[src/inc/pdh_cfg.svh]
// Purpose: Constants for the powered-device hotswap controller
// Assumes: 125 MHz system clock
// Notes:   Times are kept in printed units, cycle counts derived here
`ifndef PDH_CFG_SVH
`define PDH_CFG_SVH

`define PDH_CLK_MHZ    125
`define PDH_DWELL_MS   80
`define PDH_QUAL_US    140
`define PDH_DWELL_CYC  (`PDH_DWELL_MS * 1000 * `PDH_CLK_MHZ)
`define PDH_QUAL_CYC   (`PDH_QUAL_US * `PDH_CLK_MHZ)
`define PDH_DWELL_W    24
`define PDH_QUAL_W     15
`define PDH_GRANT_IDLE 1'h1

`endif

[src/inc/pdh_pkg.sv]
// Purpose: Types for the powered-device hotswap controller
// Assumes: Nothing beyond the cfg header
// Notes:   Comparator bits are active high
package pdh_pkg;

  typedef enum logic [1:0] {
    PDH_SW_OFF,
    PDH_SW_INRUSH,
    PDH_SW_ON,
    PDH_SW_OVERLOAD
  } pdh_sw_state_t;

  typedef enum logic [2:0] {
    PDH_CT_IDLE,
    PDH_CT_CLASS1,
    PDH_CT_MARK1,
    PDH_CT_CLASS2,
    PDH_CT_MARK2
  } pdh_class_state_t;

  // Analog comparator and strap levels
  typedef struct packed {
    logic undervoltage_lockout;
    logic sw_below_on;
    logic sw_above_ovl;
    logic sw_above_off;
    logic line_in_det_window;
    logic line_above_class;
    logic line_below_mark;
    logic line_above_surge;
    logic below_keepalive;
    logic auto_sleep_en;
  } pdh_cmp_t;

  // Drive of the input power switch
  typedef struct packed {
    logic conduct;
    logic cur_limit;
    logic low_limit;
    logic node_isolate;
  } pdh_sw_drive_t;

endpackage

[src/rtl/pdh_hotswap_fsm.sv]
// Purpose: Hotswap switch sequencer and classification tracker of a PD
// Assumes: Comparator levels arrive asynchronously from the analog front
// Notes:   Dwell and qualification counts are parameters for simulation
`timescale 1ns/100ps
`include "pdh_cfg.svh"

module pdh_hotswap_fsm
  import pdh_pkg::*;
#(
  parameter logic [`PDH_DWELL_W-1:0] DWELL_CYC = `PDH_DWELL_W'(`PDH_DWELL_CYC),
  parameter logic [`PDH_QUAL_W-1:0]  QUAL_CYC  = `PDH_QUAL_W'(`PDH_QUAL_CYC)
) (
  // Clock and reset
  input  wire logic          sys_clk_i,
  input  wire logic          rst_i,
  // Analog comparators
  input  wire pdh_cmp_t      cmp_i,
  // External switch gate pin
  input  wire logic          external_switch_gate_i,
  output logic               external_switch_gate_o,
  output logic               external_switch_gate_oe_o,
  // Switch drive and status
  output pdh_sw_drive_t      sw_drive_o,
  output pdh_sw_state_t      sw_state_o,
  // Line side
  output logic               det_sig_valid_o,
  output logic               surge_prot_o,
  output logic               keepalive_req_o,
  output logic               high_power_grant_n_o
);

  ////////////////////////////////////////////////////////////////////
  // Synchroniser
  pdh_cmp_t cmp_meta_ff;
  pdh_cmp_t cmp_ff;

  always_ff @(posedge sys_clk_i or posedge rst_i) begin
    if (rst_i) begin
      cmp_meta_ff <= '{undervoltage_lockout: 1'h1, default: 1'h0};
      cmp_ff      <= '{undervoltage_lockout: 1'h1, default: 1'h0};
    end else begin
      cmp_meta_ff <= cmp_i;
      cmp_ff      <= cmp_meta_ff;
    end
  end

  // Lockout is seen as active until the synchroniser has filled
  logic lockout;
  logic lockout_prev_ff;
  logic lockout_rise;

  assign lockout      = cmp_ff.undervoltage_lockout;
  assign lockout_rise = lockout && !lockout_prev_ff;

  always_ff @(posedge sys_clk_i or posedge rst_i) begin
    if (rst_i) begin
      lockout_prev_ff <= 1'h1;
    end else begin
      lockout_prev_ff <= lockout;
    end
  end

  ////////////////////////////////////////////////////////////////////
  // External gate strap
  logic strap_done_ff;
  logic ext_use_ff;

  // A grounded pin reads low; a FET gate lets the weak pull-up win
  always_ff @(posedge sys_clk_i or posedge rst_i) begin
    if (rst_i) begin
      strap_done_ff <= 1'h0;
      ext_use_ff    <= 1'h0;
    end else if (!strap_done_ff) begin
      strap_done_ff <= 1'h1;
      ext_use_ff    <= external_switch_gate_i;
    end
  end

  ////////////////////////////////////////////////////////////////////
  // Classification tracker
  pdh_class_state_t ct_state_ff;
  pdh_class_state_t nxt_ct_state;

  always_comb begin
    nxt_ct_state = ct_state_ff;
    if (lockout_rise) begin
      nxt_ct_state = PDH_CT_IDLE;
    end else if (lockout) begin
      unique case (ct_state_ff)
        PDH_CT_IDLE: begin
          if (cmp_ff.line_above_class) begin
            nxt_ct_state = PDH_CT_CLASS1;
          end
        end
        PDH_CT_CLASS1: begin
          if (cmp_ff.line_below_mark) begin
            nxt_ct_state = PDH_CT_MARK1;
          end
        end
        PDH_CT_MARK1: begin
          if (cmp_ff.line_above_class) begin
            nxt_ct_state = PDH_CT_CLASS2;
          end
        end
        PDH_CT_CLASS2: begin
          if (cmp_ff.line_below_mark) begin
            nxt_ct_state = PDH_CT_MARK2;
          end
        end
        PDH_CT_MARK2: begin
          nxt_ct_state = PDH_CT_MARK2;
        end
        default: begin
          nxt_ct_state = PDH_CT_IDLE;
        end
      endcase
    end
  end

  always_ff @(posedge sys_clk_i or posedge rst_i) begin
    if (rst_i) begin
      ct_state_ff <= PDH_CT_IDLE;
    end else begin
      ct_state_ff <= nxt_ct_state;
    end
  end

  logic two_event;
  logic sw_enable;

  assign two_event = (ct_state_ff == PDH_CT_MARK2);
  assign sw_enable = !lockout && (ct_state_ff != PDH_CT_IDLE);

  ////////////////////////////////////////////////////////////////////
  // Dwell and qualification timers
  pdh_sw_state_t           state_ff;
  pdh_sw_state_t           nxt_state;
  logic [`PDH_DWELL_W-1:0] dwell_ff;
  logic [`PDH_QUAL_W-1:0]  qual_ff;
  logic                    dwell_done;
  logic                    qual_done;

  assign dwell_done = (dwell_ff >= DWELL_CYC - `PDH_DWELL_W'(1));
  assign qual_done  = cmp_ff.sw_above_ovl && (qual_ff >= QUAL_CYC - `PDH_QUAL_W'(1));

  // Saturating so a long dwell cannot wrap back below the limit
  always_ff @(posedge sys_clk_i or posedge rst_i) begin
    if (rst_i) begin
      dwell_ff <= '0;
    end else if (lockout || nxt_state != state_ff) begin
      dwell_ff <= '0;
    end else if (!dwell_done) begin
      dwell_ff <= dwell_ff + `PDH_DWELL_W'(1);
    end
  end

  always_ff @(posedge sys_clk_i or posedge rst_i) begin
    if (rst_i) begin
      qual_ff <= '0;
    end else if (lockout || state_ff != PDH_SW_ON || !cmp_ff.sw_above_ovl) begin
      qual_ff <= '0;
    end else if (!qual_done) begin
      qual_ff <= qual_ff + `PDH_QUAL_W'(1);
    end
  end

  ////////////////////////////////////////////////////////////////////
  // Switch state machine
  always_comb begin
    nxt_state = state_ff;
    if (lockout) begin
      nxt_state = PDH_SW_OFF;
    end else if (cmp_ff.sw_above_off) begin
      nxt_state = PDH_SW_OFF;
    end else begin
      unique case (state_ff)
        PDH_SW_OFF: begin
          if (sw_enable) begin
            nxt_state = PDH_SW_INRUSH;
          end
        end
        PDH_SW_INRUSH: begin
          if (cmp_ff.sw_below_on && (!two_event || dwell_done)) begin
            nxt_state = PDH_SW_ON;
          end
        end
        PDH_SW_ON: begin
          if (qual_done) begin
            nxt_state = PDH_SW_OVERLOAD;
          end
        end
        PDH_SW_OVERLOAD: begin
          if (cmp_ff.sw_below_on && dwell_done) begin
            nxt_state = PDH_SW_ON;
          end
        end
      endcase
    end
  end

  always_ff @(posedge sys_clk_i or posedge rst_i) begin
    if (rst_i) begin
      state_ff <= PDH_SW_OFF;
    end else begin
      state_ff <= nxt_state;
    end
  end

  ////////////////////////////////////////////////////////////////////
  // Switch drive and gate, registered from the next state so drive matches state
  pdh_sw_drive_t sw_drive_ff;
  logic          ext_gate_ff;

  always_ff @(posedge sys_clk_i or posedge rst_i) begin
    if (rst_i) begin
      sw_drive_ff <= '{conduct: 1'h0, cur_limit: 1'h0, low_limit: 1'h0, node_isolate: 1'h1};
      ext_gate_ff <= 1'h0;
    end else begin
      sw_drive_ff.conduct      <= (nxt_state == PDH_SW_ON);
      sw_drive_ff.cur_limit    <= (nxt_state == PDH_SW_INRUSH);
      sw_drive_ff.low_limit    <= (nxt_state == PDH_SW_OVERLOAD);
      sw_drive_ff.node_isolate <= (nxt_state == PDH_SW_OFF);
      ext_gate_ff              <= ext_use_ff && (nxt_state == PDH_SW_ON);
    end
  end

  logic det_valid_ff;
  logic surge_ff;
  logic keepalive_ff;
  logic grant_n_ff;

  always_ff @(posedge sys_clk_i or posedge rst_i) begin
    if (rst_i) begin
      det_valid_ff <= 1'h0;
    end else begin
      det_valid_ff <= cmp_ff.line_in_det_window && (nxt_ct_state != PDH_CT_MARK1)
                      && (state_ff == PDH_SW_OFF);
    end
  end

  always_ff @(posedge sys_clk_i or posedge rst_i) begin
    if (rst_i) begin
      surge_ff <= 1'h0;
    end else begin
      surge_ff <= cmp_ff.line_above_surge && (state_ff == PDH_SW_OFF);
    end
  end

  // Switch must be on and conducting for the current test to mean anything
  always_ff @(posedge sys_clk_i or posedge rst_i) begin
    if (rst_i) begin
      keepalive_ff <= 1'h0;
    end else begin
      keepalive_ff <= (state_ff == PDH_SW_ON) && cmp_ff.below_keepalive
                      && cmp_ff.auto_sleep_en;
    end
  end

  always_ff @(posedge sys_clk_i or posedge rst_i) begin
    if (rst_i) begin
      grant_n_ff <= `PDH_GRANT_IDLE;
    end else begin
      grant_n_ff <= !(nxt_ct_state == PDH_CT_MARK2);
    end
  end

  assign sw_drive_o                = sw_drive_ff;
  assign sw_state_o                = state_ff;
  assign external_switch_gate_o    = ext_gate_ff;
  assign external_switch_gate_oe_o = ext_use_ff;
  assign det_sig_valid_o           = det_valid_ff;
  assign surge_prot_o              = surge_ff;
  assign keepalive_req_o           = keepalive_ff;
  assign high_power_grant_n_o      = grant_n_ff;
endmodule

[config.mk]
export PLATFORM = sky130hd
export DESIGN_NAME = pdh_hotswap_fsm
export DESIGN_NICKNAME = d
export VERILOG_FILES = /design/src/inc/pdh_pkg.sv /design/src/rtl/pdh_hotswap_fsm.sv
export VERILOG_INCLUDE_DIRS = /design/src /design/src/inc
export SDC_FILE = /design/constraint.sdc
export NUM_CORES = 1
export LEC_CHECK = 0
export ABC_AREA = 0
export BUFFER_PORTS_ARGS = -buffer_cell sky130_fd_sc_hd__buf_2
export CORE_MARGIN = 4
export CORE_UTILIZATION = 54
export DETAILED_ROUTE_END_ITERATION = 7
export GPL_TIMING_DRIVEN = 0
export PLACE_DENSITY = 0.75
export RECOVER_POWER = 100
export REMOVE_ABC_BUFFERS = 1
export SETUP_SLACK_MARGIN = 0.05
export SYNTH_ARGS = -nofsm -noshare
export SYNTH_HDL_FRONTEND = slang
export SYNTH_SLANG_ARGS = --single-unit
[constraint.sdc]
create_clock -name sys_clk_i -period 2.7 [get_ports sys_clk_i]
set_clock_uncertainty 0.2 [all_clocks]
set_input_delay 0.135 -clock sys_clk_i [delete_from_list [all_inputs] [get_ports sys_clk_i]]
set_output_delay 0.135 -clock sys_clk_i [all_outputs]
set_load 0.01 [all_outputs]
==> impl_metrics.tcl, run 1 <==
set metrics [dict create \
    post-place-ws_ns -0.7019 \
    critPathLaunchType "flip-flop" \
    period_needed_ns 2.678 \
    timing.reg2reg.setup_slack_ns 0.02 \
    post_synth_fa_ha_maj_area_fraction_pct 0.7085 \
    muxShareOfSynthArea_pct 0.6022 \
    fp-row-count 29 \
    clk_transition_reported_paths_ns 0.09 \
    die_width_um 88.88 \
    async_reset_ff_share_pct 100.0 \
    worstMarginPinSlew_ns 0.8479 \
    first_global_vias 2815 \
    initial_core_util_pct 55.63 \
    gate_count_of_the_mapped_netlist 344 \
    core-area_um2 6350 \
    detailed_place_hpwl_um 4834 \
    grt_antenna_before_repair 0 \
    die_height_um 88.88 \
    setup_viol 0 \
    synthTopCellsByArea "sky130_fd_sc_hd__dfrtp_1 (50%), sky130_fd_sc_hd__dfstp_2 (3.7%), sky130_fd_sc_hd__nand2_1 (3.6%), sky130_fd_sc_hd__nor2_1 (3.5%), sky130_fd_sc_hd__nand3_1 (3.0%)" \
    grt_util_all_layers_pct 20.56 \
    number_of_buffers_on_the_longest_clock_path 2 \
    leakagePower_uw 0.001777 \
    netlist.top_cell.by_area "sky130_fd_sc_hd__dfrtp_1" \
    postPlaceCellArea_um2 3727 \
    route.final.wire_length_um 7581 \
    mean_number_of_vias_per_cell 6.000 \
    post_synth_and_or_nand_nor_area_fraction_pct 23.66 \
    drcViolationCount 0 \
    post-layout-total-power_uw 2168 \
    drt-initial-drc-count 130 \
    timing.final.max_slew_violations 0 \
    num_vias 2874 \
    synth_cell_types 63 \
    max_freq_ghz 0.3734 \
    post-synth-top-count-cell "sky130_fd_sc_hd__dfrtp_1" \
    timing.max_slew.rel_slack_pct 43.16 \
    clock-root-buffer "sky130_fd_sc_hd__clkbuf_8" \
    ios 25 \
    max_cap_viol_count 0 \
    criticalPathCategory "reg2reg" \
    cts_sinks 76 \
    synth_compound_area_share_pct 14.84 \
    ys_warn_count 0 \
    total_congestion_overflow_after_global_routing 0 \
    synthXorXnorAreaFrac_pct 3.224 \
    diodes 0 \
    synth.cell_area_um2 3532 \
    synth_enable_flop_cells 0 \
    powerDensity_nw_per_um2 509.9 \
    peak_vdd_ir_uv 568.3 \
    dr.pass1.iters 4 \
    post-synth-top-area-fraction_pct 50.30 \
    grt_first_pass_wirelength_um 12570 \
    cts-buffers-inserted 9 \
    final.period_utilization_pct 99.19 \
    path_max_fanout 7 \
    wl_per_cell_um 15.83 \
    setup_repair_after_global_routing_missed_its_margin "yes" \
    num-nets-final 412 \
    final_standard_cell_area_without_fillers_um2 4252 \
    insertion_delay_ns 0.35 \
    clock_tree_from_tritoncts "yes" \
    hold_viol 0 \
    synth_seq_cells 76 \
    main_combinational_cell_family_by_area_after_synthesis "simple AND/OR/NAND/NOR gates" \
    timing.final.ws_setup_ns 0.02200 \
    critical_path_endpoint_category "flip-flop" \
    run_status "finished, final reports clean" \
    syn_avg_cell_area_um2 10.27 \
    drive_above_1_share_pct 21.14 \
    gp_routability_congestion 0.8754 \
    io_buffer_count 24 \
    layout-area-overhead-vs-synth_pct 20.37 \
    route.antenna.remaining_nets 0 \
    yosysSeqAreaShare_pct 54.02 \
    critical_path_arrival_ns 2.72 \
    worstPathRequired_ns 2.74 \
    dieArea_um2 7899 \
    synth.cells.most_frequent "sky130_fd_sc_hd__dfrtp_1 (71), sky130_fd_sc_hd__nand2_1 (34), sky130_fd_sc_hd__nor2_1 (33)" \
    grt_start_max_net_pins 60 \
    dominantRegCellSynth "sky130_fd_sc_hd__dfrtp_1" \
    cts-htree-levels 3 \
    hp-class "reg2reg" \
]
cells in the final DEF, fill, tap and decap left out, types with 3 or more instances in the layout:
| master | count |
|---|---|
| sky130_fd_sc_hd__dfrtp_1 | 68 |
| sky130_fd_sc_hd__nand2_1 | 32 |
| sky130_fd_sc_hd__nor2_1 | 32 |
| sky130_fd_sc_hd__nand3_1 | 20 |
| sky130_fd_sc_hd__a21oi_1 | 13 |
| sky130_fd_sc_hd__nand4_1 | 12 |
| sky130_fd_sc_hd__dlygate4sd3_1 | 12 |
| sky130_fd_sc_hd__buf_2 | 12 |
| sky130_fd_sc_hd__clkbuf_1 | 12 |
| sky130_fd_sc_hd__o21ai_0 | 11 |
| sky130_fd_sc_hd__buf_4 | 10 |
| sky130_fd_sc_hd__and3_1 | 9 |
| sky130_fd_sc_hd__nor3_1 | 9 |
| sky130_fd_sc_hd__clkbuf_8 | 9 |
| sky130_fd_sc_hd__and2_1 | 8 |
| sky130_fd_sc_hd__inv_1 | 8 |
| sky130_fd_sc_hd__a32o_1 | 8 |
| sky130_fd_sc_hd__o211ai_1 | 7 |
| sky130_fd_sc_hd__xor2_1 | 7 |
| sky130_fd_sc_hd__nor2b_1 | 6 |
| sky130_fd_sc_hd__xnor2_1 | 6 |
| sky130_fd_sc_hd__buf_6 | 6 |
| sky130_fd_sc_hd__o21ai_2 | 4 |
| sky130_fd_sc_hd__or3_1 | 4 |
| sky130_fd_sc_hd__dfstp_2 | 4 |
| sky130_fd_sc_hd__or3_2 | 3 |
| sky130_fd_sc_hd__a31oi_1 | 3 |
| sky130_fd_sc_hd__inv_6 | 3 |
| sky130_fd_sc_hd__dfrtp_2 | 3 |
layout make-up:
cell class                 instances  area, µm²
clock inverter                     7      57.56
multi-input combinational        248       1632
fill                             463       2098
tap                               77      96.34
clock buffer                       9      123.9
inverter                           9      35.03
timing repair buffer              53      395.4
sequential                        76       1912
stage by stage:
step | cells | hold slack (ns) | TNS (ns) | utilization [%]
after floorplan | 333 | -0.06052 | -9.387 | -
after global placement | 434 | 0.04172 | -66.22 | 57.99
after detailed placement | 436 | -0.1057 | -11.97 | 58.70
after CTS | 472 | 0.05536 | 0 | 64.87
after global routing | 479 | 0.1660 | -0.2265 | 66.96
final | 479 | 0.1485 | 0 | 66.96
repair_timing:
item / CTS / global route
buffers inserted: 8 / 7
hold buffers: 12 / 0
pin swaps: 7 / 17
endpoints found under the setup margin: 39 / 33
hold endpoints to repair: 82 / 0
resized for setup: 6 / 23
worst max-delay path, stage by stage, from the launching register on:
cell                       delay, ns
sky130_fd_sc_hd__dfrtp_2        0.46
sky130_fd_sc_hd__or3_4          0.41
sky130_fd_sc_hd__or4_4          0.50
sky130_fd_sc_hd__o211ai_1       0.39
sky130_fd_sc_hd__nand2_2        0.17
sky130_fd_sc_hd__a21o_1         0.22
sky130_fd_sc_hd__a32o_1         0.21
worst paths after layout:
kind | from | end | cells after the start
setup / recovery | dwell_ff[14] | dwell_ff[10] | 6
hold / removal | cmp_meta_ff[1] | cmp_ff[1] | 0
setup reg to reg | dwell_ff[14] | dwell_ff[10] | 6
hold reg to reg | cmp_meta_ff[1] | cmp_ff[1] | 0
max in group asynchronous | rst_i | high_power_grant_n_o | 4
min in group asynchronous | rst_i | dwell_ff[2] | 3
sequential cells by signal, indices dropped and copies added (netlist names), 2 cells and up:
register / flops
cmp_meta_ff: 10
sw_state_o: 2
dwell_ff: 24
ct_state_ff: 3
cmp_ff: 9
sw_drive_o: 4
qual_ff: 15
power by group:
| part | total [µW] | leakage (µW) | internal, µW | switching (µW) |
|---|---|---|---|---|
| Sequential | 1200 | 0.000985 | 1170 | 27.7 |
| Combinational | 165 | 0.000703 | 68.0 | 97.5 |
| Clock | 801 | 0.0000886 | 348 | 453 |
logic make-up after synthesis:
family                     after synthesis
xor gates and xnor gates                13
DFF                                     76
other                                    1
AOI/OAI and AO/OA                       72
adders and majority gates                2
muxes                                    2
buffers and inverters                   20
and+or+nand+nor                        158
layer usage:
| metal | vias up | track usage (%) | share of wire [%] |
|---|---|---|---|
| li1 | 1358 | - | - |
| met2 | 65 | 34.14 | 50 |
| met1 | 1439 | 26.16 | 45 |
| met4 | 0 | 6.731 | 1.6 |
| met3 | 12 | 5.493 | 4.2 |
| met5 | - | 0 | 0 |
Note: power is estimated with default switching activity, not from simulation.
==> run 2: changes to the inputs <==
GPL_TIMING_DRIVEN = default   (was 0)
==> impl_metrics.tcl, run 2 (synthesized netlist as in run 1, its figures left out) <==
set metrics [dict create \
    timing.final.max_slew_violations 0 \
    powerDensity_nw_per_um2 566.2 \
    drive_above_1_share_pct 15.96 \
    num-nets-final 411 \
    layout_top_registers "dwell_ff x24, qual_ff x15, cmp_meta_ff x10" \
    largest_reg_flops 24 \
    worstPathCellList "or3_1 -> or4_4 -> o211ai_1 -> nand3_2 -> clkbuf_2 -> a211oi_1" \
    worstPathRequired_ns 2.74 \
    most-common-layout-cells "sky130_fd_sc_hd__dfrtp_1 (71), sky130_fd_sc_hd__nand2_1 (33), sky130_fd_sc_hd__nor2_1 (32), sky130_fd_sc_hd__nand3_1 (20), sky130_fd_sc_hd__clkbuf_1 (16)" \
    cts-htree-levels 3 \
    tns_ns 0 \
    clock_tree_from_tritoncts "yes" \
    timing.max_slew.rel_slack_pct 23.16 \
    first_global_vias 2626 \
    grt_util_all_layers_pct 20.49 \
    route.antenna.remaining_nets 0 \
    detailed_place_hpwl_um 4946 \
    worst_hold_path.endpoint "cmp_ff[6]" \
    cp_slowest_cell "sky130_fd_sc_hd__or4_4" \
    mean_number_of_vias_per_cell 5.912 \
    dr.pass1.iters 4 \
    cts_sinks 76 \
    reg2regPathDepth 6 \
    final_common_cell "sky130_fd_sc_hd__dfrtp_1" \
    num_vias 2826 \
    rr_endpoint "dwell_ff[0]" \
    dieArea_um2 7899 \
    clock-root-buffer "sky130_fd_sc_hd__clkbuf_8" \
    setup_repair_after_global_routing_missed_its_margin "yes" \
    critical_path_endpoint_category "flip-flop" \
    grt_start_max_net_pins 48 \
    cts-buffers-inserted 9 \
    grt_first_pass_wirelength_um 12320 \
    peak_vdd_ir_uv 498.6 \
    final.period_utilization_pct 96.13 \
    gp_routability_congestion 0.8723 \
    critPathLaunchType "flip-flop" \
    diodes 0 \
    timing.reg2reg.setup_slack_ns 0.10 \
    critical_path_arrival_ns 2.64 \
    register_with_the_highest_flop_count "dwell_ff" \
    critical_path_buf_inv_count 1 \
    final.fill_count 473 \
    timing.rr.start "dwell_ff[13]" \
    criticalPathCategory "reg2reg" \
    worstMarginPinSlew_ns 1.151 \
    ios 25 \
    period_needed_ns 2.596 \
    max_freq_ghz 0.3853 \
    post-route-util_pct 65.24 \
    hold_path.startpoint "cmp_meta_ff[6]" \
    setup_viol 0 \
    postPlaceCellArea_um2 3785 \
    hp-class "reg2reg" \
    max_cap_viol_count 0 \
    die_width_um 88.88 \
    path_max_fanout 7 \
    total_congestion_overflow_after_global_routing 0 \
    run_status "finished, final reports clean" \
    timing.critical_path.slowest_cell_delay_ns 0.53 \
    grt_antenna_before_repair 0 \
    cpLargestDelayFamily "simple AND/OR/NAND/NOR gates" \
    holdPathStages 0 \
    insertion_delay_ns 0.35 \
    leakagePower_uw 0.001776 \
    hold_viol 0 \
    wl_per_cell_um 15.36 \
    initial_core_util_pct 55.63 \
    clk_transition_reported_paths_ns 0.08 \
    core-area_um2 6350 \
    drt-initial-drc-count 147 \
    route.final.wire_length_um 7343 \
    fp-row-count 29 \
    io_buffer_count 24 \
    die_height_um 88.88 \
    final_standard_cell_area_without_fillers_um2 4143 \
    drcViolationCount 0 \
    layout-area-overhead-vs-synth_pct 17.29 \
    number_of_buffers_on_the_longest_clock_path 2 \
]
## run 2: cell types whose count changed in the layout (fill, tap and decap cells not counted), moves of 3 or more
cell	before	now
sky130_fd_sc_hd__buf_6	6	0
sky130_fd_sc_hd__clkbuf_1	12	16
sky130_fd_sc_hd__dfrtp_1	68	71
sky130_fd_sc_hd__dfrtp_2	3	0
## run 2: worst register-to-register path, delay by kind of cell, from the launching register on
family	cells	cell delay (ns)
compound gates	2	0.65
buf+inv	1	0.20
flops	1	0.38
simple gates	3	1.06
## run 2: repair_timing
action                                 4_1_cts  5_1_grt
endpoints found under the hold margin       40        0
setup endpoints to repair                    7       22
hold buffers                                12        0
gates cloned                                 0        0
resized for setup                            0        5
pin swaps                                    1        5
buffers inserted                             0        5
## run 2: power by group
part	internal [µW]	switching, µW
sequential	1170	26.1
combinational	58.1	92.9
clock	535	459
total	1770	578
## run 2: cell type report
type	instances	area, µm²	area share [%]
Sequential cell	76	1908	46.06
Tap cell	77	96.34	2.326
Multi-Input combinational cell	248	1549	37.39
Clock buffer	9	123.9	2.990
Inverter	9	33.78	0.8155
Timing Repair Buffer	52	327.8	7.913
Clock inverter	7	103.9	2.507
## run 2: how the worst max path moves through the flow
stage,startpoint,endpoint,slack (ns),cells after the start
finish,dwell_ff[13],dwell_ff[0],0.10,6
global route,dwell_ff[13],dwell_ff[16],0.02,7
CTS,dwell_ff[11],dwell_ff[8],0.06,6
detailed placement,dwell_ff[11],dwell_ff[8],0.05,6
global placement,dwell_ff[11],dwell_ff[6],0.09,6
floorplan,qual_ff[0],dwell_ff[10],-0.76,7
## run 2: through the flow
stage	setup slack (ns)	total power, µW	hold WS (ns)	cells
after floorplan	-0.7569	1303	-0.06052	333
after global placement	0.09194	1356	0.04171	445
after detailed placement	0.04667	1362	0.04188	445
after CTS	0.06155	2362	0.1536	473
after global routing	0.01533	2435	0.1612	478
final	0.1044	2345	0.1511	478
## run 2: metal layers
metal / vias to the layer above / share of wire, % / global-route usage [%]
li1: 1367 / - / -
met1: 1372 / 44 / 27.29
met2: 76 / 48 / 32.12
met3: 11 / 6.2 / 4.562
met4: 0 / 1.5 / 9.203
met5: - / 0 / 0
==> run 3: changes to the inputs <==
==> constraint.sdc (replaced) <==
create_clock -name sys_clk_i -period 2.7 [get_ports sys_clk_i]
set_clock_uncertainty 0.2 [all_clocks]
set_input_delay 0.27 -clock sys_clk_i [delete_from_list [all_inputs] [get_ports sys_clk_i]]
set_output_delay 0.27 -clock sys_clk_i [all_outputs]
set_load 0.01 [all_outputs]
==> impl_metrics.tcl, run 3 (synthesized netlist as in run 1, its figures left out) <==
set metrics [dict create \
    run_status "finished, final reports clean" \
    io_buffer_count 24 \
    final.fill_count 471 \
    cts_sinks 76 \
    first_global_vias 2689 \
    hold_viol 0 \
    peak_vdd_ir_uv 404.0 \
    num_vias 2854 \
    power.sequential.fraction_pct 53.4 \
    die_width_um 88.88 \
    clkPwrFrac_pct 39.7 \
    diodes 0 \
    comb_power_share_pct 6.8 \
    largest_reg_flops 24 \
    drcViolationCount 0 \
    fp-row-count 29 \
    wl_per_cell_um 15.63 \
    max_freq_ghz 0.3829 \
    crit_path_end "dwell_ff[3]" \
    powerDensity_nw_per_um2 540.3 \
    worstMarginPinSlew_ns 0.9286 \
    layout-area-overhead-vs-synth_pct 17.71 \
    gp_routability_congestion 0.9056 \
    timing.max_slew.rel_slack_pct 38.02 \
    grt_start_max_net_pins 35 \
    route.antenna.remaining_nets 0 \
    clk_transition_reported_paths_ns 0.09 \
    grt_antenna_before_repair 0 \
    power.net_switching_uw 571.1 \
    ios 25 \
    drt-initial-drc-count 180 \
    postPlaceCellArea_um2 3800 \
    mean_number_of_vias_per_cell 5.921 \
    number_of_buffers_on_the_longest_clock_path 2 \
    layout_top_registers "dwell_ff x24, qual_ff x15, cmp_meta_ff x10" \
    critPathLaunchType "flip-flop" \
    max_cap_viol_count 0 \
    setup_viol 0 \
    initial_core_util_pct 55.63 \
    rr_endpoint "dwell_ff[3]" \
    die_height_um 88.88 \
    setup_repair_after_global_routing_missed_its_margin "yes" \
    worstPathRequired_ns 2.73 \
    most-common-layout-cells "sky130_fd_sc_hd__dfrtp_1 (71), sky130_fd_sc_hd__nand2_1 (33), sky130_fd_sc_hd__nor2_1 (32), sky130_fd_sc_hd__nand3_1 (20), sky130_fd_sc_hd__buf_4 (16)" \
    drive_above_1_share_pct 17.78 \
    grt_first_pass_wirelength_um 12730 \
    timing.critical_path.depth 7 \
    critical_path_arrival_ns 2.64 \
    cpLargestDelayFamily "simple AND/OR/NAND/NOR gates" \
    leakagePower_uw 0.001765 \
    final_standard_cell_area_without_fillers_um2 4158 \
    timing.reg2reg.setup_slack_ns 0.09 \
    post-layout-total-power_uw 2246 \
    area.sequential_um2 1908 \
    core-area_um2 6350 \
    multi_input_comb_area_um2 1546 \
    cts-buffers-inserted 9 \
    critical_path_buf_inv_count 1 \
    detailed_place_hpwl_um 5085 \
    timing.final.max_slew_violations 0 \
    hp-class "reg2reg" \
    insertion_delay_ns 0.35 \
    total_congestion_overflow_after_global_routing 0 \
    power_report.internal_total_uw 1675 \
    clock_tree_from_tritoncts "yes" \
    timing.rr.start "dwell_ff[11]" \
    timing.critical_path.slowest_cell_delay_ns 0.54 \
    register_with_the_highest_flop_count "dwell_ff" \
    swShare_pct 25.42 \
    critical_path_endpoint_category "flip-flop" \
    cp_slowest_cell "sky130_fd_sc_hd__or4_4" \
    final_common_cell "sky130_fd_sc_hd__dfrtp_1" \
    final.period_utilization_pct 96.73 \
    period_needed_ns 2.612 \
    grt_util_all_layers_pct 20.74 \
    reg2regPathDepth 7 \
    dr.pass1.iters 4 \
    num-nets-final 415 \
    tns_ns 0 \
    critical_path.startpoint "dwell_ff[11]" \
    path_max_fanout 8 \
    post-route-util_pct 65.48 \
    dieArea_um2 7899 \
    route.final.wire_length_um 7533 \
    cts-htree-levels 3 \
    clock-root-buffer "sky130_fd_sc_hd__clkbuf_8" \
    criticalPathCategory "reg2reg" \
    worstPathCellList "or3_1 -> or4_4 -> o211a_4 -> nor2_4 -> buf_4 -> o21ai_2 -> a32o_1" \
]
-- run 3: cell types whose count changed in the layout (fill, tap and decap cells not counted), sizes merged --
cell / previous run / this run
bufinv: 2 / 1
clkinvlp: 0 / 1
inv: 13 / 12
clkbuf: 27 / 23
clkinv: 1 / 2
buf: 22 / 29
nor2: 34 / 35
-- run 3: how the worst min path moves through the flow --
stage / from / endpoint / slack (ns) / cells after the start
3_3_place_gp: cmp_meta_ff[0] / cmp_ff[0] / 0.13 / 0
2_1_floorplan: cmp_i[9] / cmp_meta_ff[9] / 0.07 / 0
4_1_cts: cmp_meta_ff[7] / cmp_ff[7] / 0.15 / 0
6_report: cmp_meta_ff[7] / cmp_ff[7] / 0.15 / 0
3_5_place_dp: cmp_meta_ff[6] / cmp_ff[6] / 0.14 / 0
5_1_grt: cmp_meta_ff[7] / cmp_ff[7] / 0.16 / 0
-- run 3: through the flow --
stage | hold WS [ns] | std cells | worst slack [ns]
floorplan | 0.07448 | 333 | -0.7569
finish | 0.1464 | 482 | 0.08841
global placement | 0.1321 | 447 | 0.09549
CTS | 0.1525 | 475 | 0.04137
global route | 0.1628 | 482 | 0.01697
detailed placement | 0.1355 | 447 | 0.04722
-- run 3: worst register-to-register path, cell delays in order, from the launching register on --
cell	delay, ns
sky130_fd_sc_hd__dfrtp_1	0.38
sky130_fd_sc_hd__or3_1	0.38
sky130_fd_sc_hd__or4_4	0.54
sky130_fd_sc_hd__o211a_4	0.31
sky130_fd_sc_hd__nor2_4	0.23
sky130_fd_sc_hd__buf_4	0.16
sky130_fd_sc_hd__o21ai_2	0.05
sky130_fd_sc_hd__a32o_1	0.25
-- run 3: routing by layer --
layer / routed length, µm / global-route usage, % / part of all wire (%) / vias to the layer above
met5: 0 / 0 / 0 / -
met4: 103 / 6.868 / 1.4 / 0
met3: 322 / 3.538 / 4.3 / 11
met2: 3652 / 32.79 / 48 / 69
met1: 3454 / 29.14 / 46 / 1406
li1: - / - / - / 1368
-- run 3: cell type report --
| cell class | count | area share [%] |
|---|---|---|
| inverter | 9 | 0.8125 |
| clock inverter | 7 | 2.016 |
| tap | 77 | 2.317 |
| sequential | 76 | 45.89 |
| multi-input combinational | 249 | 37.20 |
| clock buffer | 9 | 2.979 |
| timing repair buffer | 55 | 8.787 |
-- run 3: repair_timing --
action / 4_1_cts / 5_1_grt
gates cloned: 0 / 1
pin swaps: 1 / 4
buffers inserted: 0 / 6
hold buffers: 12 / 0
endpoints found under the hold margin: 34 / 0
setup endpoints to repair: 8 / 27
resized for setup: 1 / 4
-- run 3: power by group through the flow --
stage | Combinational, µW | Sequential (µW) | Clock [µW]
after detailed placement | 143 | 1220 | 0
final | 154 | 1200 | 892
after CTS | 157 | 1200 | 912
after global placement | 138 | 1220 | 0
after floorplan | 81.9 | 1220 | 0
after global routing | 174 | 1210 | 966
